==> src/rtl/wdt_pkg.sv <==
`default_nettype none
package wdt_pkg;
    localparam int unsigned CLK_HZ             = 40_000_000;
    localparam int unsigned TIMEOUT_MAX_MS     = 1670;
    // Longest timeout, rounded down to whole cycles
    localparam int unsigned TIMEOUT_MAX_CYCLES = TIMEOUT_MAX_MS * (CLK_HZ / 1000);
    localparam int          CNT_W              = 27;
    localparam int          PIN_W              = 8;

    localparam logic [15:0] KEY_UNLOCK_1  = 16'h3333;
    localparam logic [15:0] KEY_UNLOCK_2  = 16'hCCCC;
    localparam logic [15:0] KEY_RESTART_1 = 16'hAAAA;
    localparam logic [15:0] KEY_RESTART_2 = 16'h5555;

    localparam int          EN_BIT   = 15;
    localparam int          MODE_BIT = 14;
    localparam int          RSTF_BIT = 13;
    localparam int          NMIF_BIT = 12;
    localparam int          SEL_MSB  = 2;
    localparam logic [2:0]  SEL_MAX  = 3'h7;

    // Enabled, reset action, longest timeout
    localparam logic [15:0] CFG_RESET   = 16'h8007;
    localparam logic [15:0] CFG_WR_MASK = 16'hC007;
    localparam logic [15:0] ZERO_WORD   = 16'h0000;

    typedef enum logic [1:0] {
        SEQ_IDLE    = 2'b00,
        SEQ_UNLOCK  = 2'b01,
        SEQ_CONFIG  = 2'b10,
        SEQ_RESTART = 2'b11
    } seq_state_e;
endpackage
`default_nettype wire

==> src/rtl/wdt_seq_if.sv <==
`timescale 1ns/1ps
`default_nettype none
interface wdt_seq_if;
    logic        wr;
    logic        rd;
    logic [15:0] wdata;
    logic        soft_rst;
    logic        cfg_stb;
    logic [15:0] cfg_word;
    logic        restart_stb;

    modport seq (input wr, rd, wdata, soft_rst, output cfg_stb, cfg_word, restart_stb);
    modport ctl (output wr, rd, wdata, soft_rst, input cfg_stb, cfg_word, restart_stb);
endinterface
`default_nettype wire

==> src/rtl/watchdog_timer_unit.sv <==
`timescale 1ns/1ps
`default_nettype none
//Behaviour
//After any reset the timer runs, longest timeout, system-reset action.
//Only one configuration write accepted after each reset.
//Configuration needs keys 3333h then CCCCh, then the configuration word.
//Non-register accesses between the two keys are tolerated.
//Writing AAAAh then 5555h restarts the count.
//The running count is never readable.
//Longest timeout is about 1.67 s at 40 MHz.
//Expiry gives a non-maskable interrupt or a system reset, as configured.
//Interrupt-mode expiry sets the timeout interrupt flag, bit 12.
//Service routine clears that flag with unlock plus a configuration word.
//Expiry while the flag is set gives a system reset instead.
//Watchdog-caused reset sets the watchdog reset flag, bit 13.
//Any read or write of the control register clears the reset flag.
//Watchdog reset does not re-sample the configuration pins.
//Otherwise a watchdog reset acts as a normal system reset.
//A register access breaking a keyed sequence abandons it.
//Power-on reset clears the interrupt flag; software can read it.
module watchdog_timer_unit
    import wdt_pkg::*;
#(
    parameter int unsigned TIMEOUT_CYCLES = TIMEOUT_MAX_CYCLES
) (
    input  wire logic             i_clk,
    input  wire logic             i_nrst,
    input  wire logic             i_reg_sel,
    input  wire logic             i_reg_wr,
    input  wire logic             i_reg_rd,
    input  wire logic [15:0]      i_reg_wdata,
    input  wire logic [PIN_W-1:0] i_cfg_pins,
    output logic      [15:0]      o_reg_rdata,
    output logic                  o_nmi,
    output logic                  o_sys_rst,
    output logic      [PIN_W-1:0] o_cfg_pins
);
    logic [CNT_W-1:0] cnt_reg;
    logic [15:0]      cfg_reg;
    logic             cfg_done_reg;
    logic             nmi_flag_reg;
    logic             rst_flag_reg;
    logic [15:0]      rdata_reg;
    logic             nmi_reg;
    logic             sys_rst_reg;
    logic [PIN_W-1:0] pins_reg;
    logic             pins_taken_reg;
    logic             access;
    logic             expire;
    logic             nmi_evt;
    logic             wdt_rst_evt;

    wdt_seq_if sq ();

    wdt_key_sequencer u_seq (
        .i_clk  (i_clk),
        .i_nrst (i_nrst),
        .bus    (sq.seq)
    );

    function automatic logic [CNT_W-1:0] limit_of(input logic [2:0] sel);
        logic [31:0] full;
        full     = 32'(TIMEOUT_CYCLES) >> (SEL_MAX - sel);
        limit_of = CNT_W'(full - 32'h1);
    endfunction

    assign access      = i_reg_sel && (i_reg_wr || i_reg_rd);
    assign sq.wr       = i_reg_sel && i_reg_wr;
    assign sq.rd       = i_reg_sel && i_reg_rd;
    assign sq.wdata    = i_reg_wdata;
    assign sq.soft_rst = wdt_rst_evt;

    // At or past the limit, so a shorter select taken mid-count still expires
    assign expire      = cfg_reg[EN_BIT] && (cnt_reg >= limit_of(cfg_reg[SEL_MSB:0]));
    assign nmi_evt     = expire && cfg_reg[MODE_BIT] && !nmi_flag_reg;
    assign wdt_rst_evt = expire && (!cfg_reg[MODE_BIT] || nmi_flag_reg); // see R8

    // Count restarts on expiry, on the restart pair and while disabled
    always_ff @(posedge i_clk or negedge i_nrst) begin
        if (!i_nrst) begin
            cnt_reg <= '0;
        end else if (expire || sq.restart_stb || !cfg_reg[EN_BIT]) begin
            cnt_reg <= '0;
        end else begin
            cnt_reg <= cnt_reg + 1'b1;
        end
    end

    // The watchdog reset reloads the same defaults as a pin reset
    always_ff @(posedge i_clk or negedge i_nrst) begin
        if (!i_nrst) begin
            cfg_reg      <= CFG_RESET;
            cfg_done_reg <= 1'b0;
        end else if (wdt_rst_evt) begin
            cfg_reg      <= CFG_RESET; // see R1
            cfg_done_reg <= 1'b0;
        end else if (sq.cfg_stb && !cfg_done_reg) begin
            cfg_reg      <= sq.cfg_word & CFG_WR_MASK;
            cfg_done_reg <= 1'b1;
        end
    end

    // Later keyed writes may still clear the flag, otherwise the handler could never rearm
    always_ff @(posedge i_clk or negedge i_nrst) begin
        if (!i_nrst) begin
            nmi_flag_reg <= 1'b0;
        end else if (wdt_rst_evt) begin
            nmi_flag_reg <= 1'b0;
        end else if (nmi_evt) begin
            nmi_flag_reg <= 1'b1;
        end else if (sq.cfg_stb) begin
            nmi_flag_reg <= sq.cfg_word[NMIF_BIT];
        end
    end

    // Set wins over the clear by a same-cycle access
    always_ff @(posedge i_clk or negedge i_nrst) begin
        if (!i_nrst) begin
            rst_flag_reg <= 1'b0;
        end else if (wdt_rst_evt) begin
            rst_flag_reg <= 1'b1;
        end else if (access) begin
            rst_flag_reg <= 1'b0;
        end
    end

    always_ff @(posedge i_clk or negedge i_nrst) begin
        if (!i_nrst) begin
            nmi_reg     <= 1'b0;
            sys_rst_reg <= 1'b0;
        end else begin
            nmi_reg     <= nmi_evt;
            sys_rst_reg <= wdt_rst_evt; // see R8
        end
    end

    // Count bits never reach the read path
    always_ff @(posedge i_clk or negedge i_nrst) begin
        if (!i_nrst) begin
            rdata_reg <= ZERO_WORD;
        end else if (wdt_rst_evt) begin
            rdata_reg <= ZERO_WORD;
        end else if (sq.rd) begin
            rdata_reg <= (cfg_reg & CFG_WR_MASK) | (16'(rst_flag_reg) << RSTF_BIT)
                         | (16'(nmi_flag_reg) << NMIF_BIT); // see R6
        end
    end

    // Pins are caught once after pin reset; the watchdog reset leaves them alone
    always_ff @(posedge i_clk or negedge i_nrst) begin
        if (!i_nrst) begin
            pins_reg       <= '0;
            pins_taken_reg <= 1'b0;
        end else if (!pins_taken_reg) begin
            pins_reg       <= i_cfg_pins;
            pins_taken_reg <= 1'b1;
        end
    end

    assign o_reg_rdata = rdata_reg;
    assign o_nmi       = nmi_reg;
    assign o_sys_rst   = sys_rst_reg;
    assign o_cfg_pins  = pins_reg;
endmodule
`default_nettype wire

==> src/rtl/wdt_key_sequencer.sv <==
`timescale 1ns/1ps
`default_nettype none
module wdt_key_sequencer
    import wdt_pkg::*;
(
    input  wire logic  i_clk,
    input  wire logic  i_nrst,
    wdt_seq_if.seq     bus
);
    seq_state_e state_reg;

    function automatic logic key_hit(input logic [15:0] data, input logic [15:0] key);
        key_hit = (data == key);
    endfunction

    // Only accesses to the control register reach here, so other traffic never breaks a sequence
    always_ff @(posedge i_clk or negedge i_nrst) begin
        if (!i_nrst) begin
            state_reg <= SEQ_IDLE;
        end else if (bus.soft_rst) begin
            state_reg <= SEQ_IDLE;
        end else if (bus.wr || bus.rd) begin
            case (state_reg)
                SEQ_IDLE: begin
                    if (bus.wr && key_hit(bus.wdata, KEY_UNLOCK_1)) begin
                        state_reg <= SEQ_UNLOCK;
                    end else if (bus.wr && key_hit(bus.wdata, KEY_RESTART_1)) begin
                        state_reg <= SEQ_RESTART;
                    end else begin
                        state_reg <= SEQ_IDLE;
                    end
                end
                SEQ_UNLOCK: begin
                    if (bus.wr && key_hit(bus.wdata, KEY_UNLOCK_2)) begin
                        state_reg <= SEQ_CONFIG;
                    end else begin
                        state_reg <= SEQ_IDLE;
                    end
                end
                default: begin
                    state_reg <= SEQ_IDLE;
                end
            endcase
        end
    end

    always_ff @(posedge i_clk or negedge i_nrst) begin
        if (!i_nrst) begin
            bus.cfg_stb     <= 1'b0;
            bus.restart_stb <= 1'b0;
            bus.cfg_word    <= ZERO_WORD;
        end else begin
            bus.cfg_stb     <= !bus.soft_rst && bus.wr && (state_reg == SEQ_CONFIG);
            bus.restart_stb <= !bus.soft_rst && bus.wr && (state_reg == SEQ_RESTART)
                               && key_hit(bus.wdata, KEY_RESTART_2);
            if (bus.wr && (state_reg == SEQ_CONFIG)) begin
                bus.cfg_word <= bus.wdata;
            end
        end
    end
endmodule
`default_nettype wire

==> config.mk <==
export PLATFORM = sky130hd
export DESIGN_NAME = watchdog_timer_unit
export DESIGN_NICKNAME = d
export VERILOG_FILES = /design/src/rtl/wdt_pkg.sv /design/src/rtl/wdt_seq_if.sv /design/src/rtl/watchdog_timer_unit.sv /design/src/rtl/wdt_key_sequencer.sv
export SDC_FILE = /design/constraint.sdc
export NUM_CORES = 1
export LEC_CHECK = 0
export BUFFER_PORTS_ARGS = -buffer_cell sky130_fd_sc_hd__buf_4
export CORE_ASPECT_RATIO = 0.5
export CORE_MARGIN = 3
export CORE_UTILIZATION = 52
export DETAILED_ROUTE_END_ITERATION = 10
export PLACE_DENSITY_LB_ADDON = 0.15
export SETUP_SLACK_MARGIN = 0.4
export SYNTH_ARGS = -nofsm -noshare
export SYNTH_HDL_FRONTEND = slang
export SYNTH_SLANG_ARGS = --single-unit
==> constraint.sdc <==
create_clock -name i_clk -period 3.65 [get_ports i_clk]
set_input_delay 0.365 -clock i_clk [delete_from_list [all_inputs] [get_ports i_clk]]
set_output_delay 0.365 -clock i_clk [all_outputs]
set_load 0.01 [all_outputs]
==> flow_summary.toml <==
[placed_design]
gp_congestion = 0.909
dpl_cell_area_um2 = 4440
dp_hpwl_mm = 6.72
port-buffer-count = 45

[yosys]
postSynthCellCount = 406
synth_edf_count = 0
synth_area_per_cell_um2 = 9.68
async_reset_ff_frac = 1.00
netlist_area_um2 = 3930
ys_seq_area_frac = 0.403
ys_ff_latch = 63
synth_area_leaders = "dfrtp_1 38%, ha_1 11%, nor2_1 5.4%"
ys.flop_type = "dfrtp_1"
ys_warn_count = 0
yosys-top-cells-count = "59 x dfrtp_1, 56 x nor2_1, 48 x nand2_1"
yosysMostFrequentCell = "dfrtp_1"
synth.top_cell.area_share = 0.376
ys_types = 55
yosysTopAreaCell = "dfrtp_1"

[layout]
final_area_um2 = 4870
drive_gt1_frac = 0.271
largest_reg_flops = 27
layout.nets = 532
synthToLayoutAreaGrowth_pct = 24.0
diodes = 0

[clocking]
cts_tree = "built"
clk_pin_slew_ns = 0.06
cts_buffer_depth = 2
cts.htree.levels = 3
root_buffer = "clkbuf_16"
postCtsHoldBufs = 0
clk_latency_ns = 0.34
clkSinkCount = 63
cts_buffers = 9

[run]
maxCapViolations = 0

[global_route]
grt_pass1_vias = 3074
grt_util_all_layers = 0.226
overflow = 0
antenna_found_initial = 0
grt_max_degree = 64
grt_pass1_wl_mm = 15.0

[route]
ant_nets = 0
drc = 0
wl_met2_mm = 4.35
viasPerCell = 5.60
wl_per_cell_um = 16.4
vias = 3157
first_pass_iters = 4
dr.first_iter.drc_count = 201
m1WireLength_mm = 4.21
dr_wl_met3_um = 593
wl_mm = 9.26
highest_layer = "met4"

[critical_path]
critPathRequiredTime_ns = 3.92
cp_max_fo = 7
crit_slowest_cell = "dfstp_2"
critPathArrivalTime_ns = 3.63
path_cells = "inv_6 > ha_4 > nand2_4 > ha_4 > a21o_1 > a22oi_1 > o21ai_0 > ha_1 > nand4_1 > buf_4 > a21oi_2 > o41ai_4 > a21oi_4 > clkbuf_16 > a211o_1"
r2r_end = "cfg_reg[2]"
r2r_cells = 15
endpoint_kind = "register"
path_common_cell = "ha_4"
cp-start-kind = "register"
critPathKind = "reg -> reg"
worst-path-buf-inv = 3
cpPeakStageDelay_ns = 0.57
rrSetupSlack_ns = 0.29
cp-startpoint = "cfg_reg[1]"
cp_top_family = "compound AO/OA/AOI/OAI gates"
reg2reg_from = "cfg_reg[1]"

[floorplan]
rows = 21
die_h_um = 67.5
fp.dieW_um = 129
core_area_um2 = 6990
dieArea_um2 = 8700
ios = 55
initial_core_util = 0.562

[power]
p_per_area_nw_per_um2 = 402
totalPowerFinal_mw = 1.96
ir_drop_mv = 0.360
p_leak_nw = 2.34

[sta]
final.setup.tns_ns = 0
maxSlewViolCount = 0
clock.fmax_mhz = 297
relSlewSlack = 0.477
fin_skew_ns = 0.0131
rsz0062_at_grt = "yes"
setup_viol = 0
hold_violations = 0
period_minus_slack_ns = 3.36
period_share = 0.921
max_slew.worst_pin.slew_ns = 0.784

[min_path]
hp-class = "in -> async"

[outcome]
outcome = "complete, no violations"
## power breakdown
| group | total [mW] | internal [mW] | switching (mW) |
|---|---|---|---|
| clock | 0.941 | 0.619 | 0.322 |
| sequential | 0.757 | 0.730 | 0.0270 |
| combinational | 0.260 | 0.123 | 0.138 |
| total | 1.96 | 1.47 | 0.486 |
## kinds of logic after synthesis
| logic type | after synthesis | synth area share |
|---|---|---|
| AOI/OAI and AO/OA | 55 | 0.103 |
| DFF | 63 | 0.403 |
| muxes | 17 | 0.0478 |
| buffers and inverters | 32 | 0.0439 |
| adders and majority gates | 36 | 0.115 |
| and+or+nand+nor | 173 | 0.224 |
| xor gates and xnor gates | 28 | 0.0624 |
| other | 2 | 0.00191 |
## routing by layer
metal  up-vias  GRT usage
li1       1533          -
met1      1500      0.293
met2       110      0.365
met3        14     0.0585
met4         0     0.0955
met5         -          0
## worst max path at each step
| stage | endpoint | slack [ns] | cells past startpoint |
|---|---|---|---|
| global route | o_reg_rdata[14] | 0.20 | 15 |
| CTS | u_seq.bus.restart_stb | 0.37 | 15 |
| floorplan | u_seq.bus.cfg_stb | 0.40 | 15 |
| global placement | cnt_reg[5] | 0.37 | 14 |
| finish | cfg_reg[2] | 0.29 | 15 |
| detailed placement | cnt_reg[20] | 0.26 | 15 |
## cell type report
type                    instances  area [um^2]
clock buffers                  10          239
clock inverters                 6         93.8
flip-flops and latches         63         1580
repair buffers                 59          484
inverters                      14         58.8
well taps                      92          115
fillers                       516         2120
multi-input cells             320         2300
## timing repair
item,CTS,global route
setup buffers,0,6
gates resized for setup,2,5
hold endpoints to repair,0,0
gates cloned,0,2
pin swaps,3,2
setup endpoints to repair,47,48
## metrics by stage
| stage | hold slack (ns) | std cells | utilization | setup WS, ns |
|---|---|---|---|---|
| final | 0.0953 | 564 | 0.697 | 0.288 |
| after global routing | 0.182 | 564 | 0.697 | 0.196 |
| after CTS | 0.143 | 556 | 0.683 | 0.370 |
| after detailed placement | 0.477 | 540 | 0.635 | 0.255 |
| after global placement | 0.469 | 540 | 0.635 | 0.367 |
| after floorplan | 0.0694 | 415 | - | 0.402 |
## placed cells by master (no fill, tap or decap), types with 12 or more instances in the layout
| master | instances |
|---|---|
| a21oi_1 | 14 |
| buf_4 | 55 |
| dfrtp_1 | 59 |
| ha_1 | 33 |
| mux2_2 | 14 |
| nand2_1 | 47 |
| nand3_1 | 18 |
| nor2_1 | 56 |
| xnor2_1 | 16 |
| xor2_1 | 12 |
No activity file was read; power rests on OpenSTA's default activity.
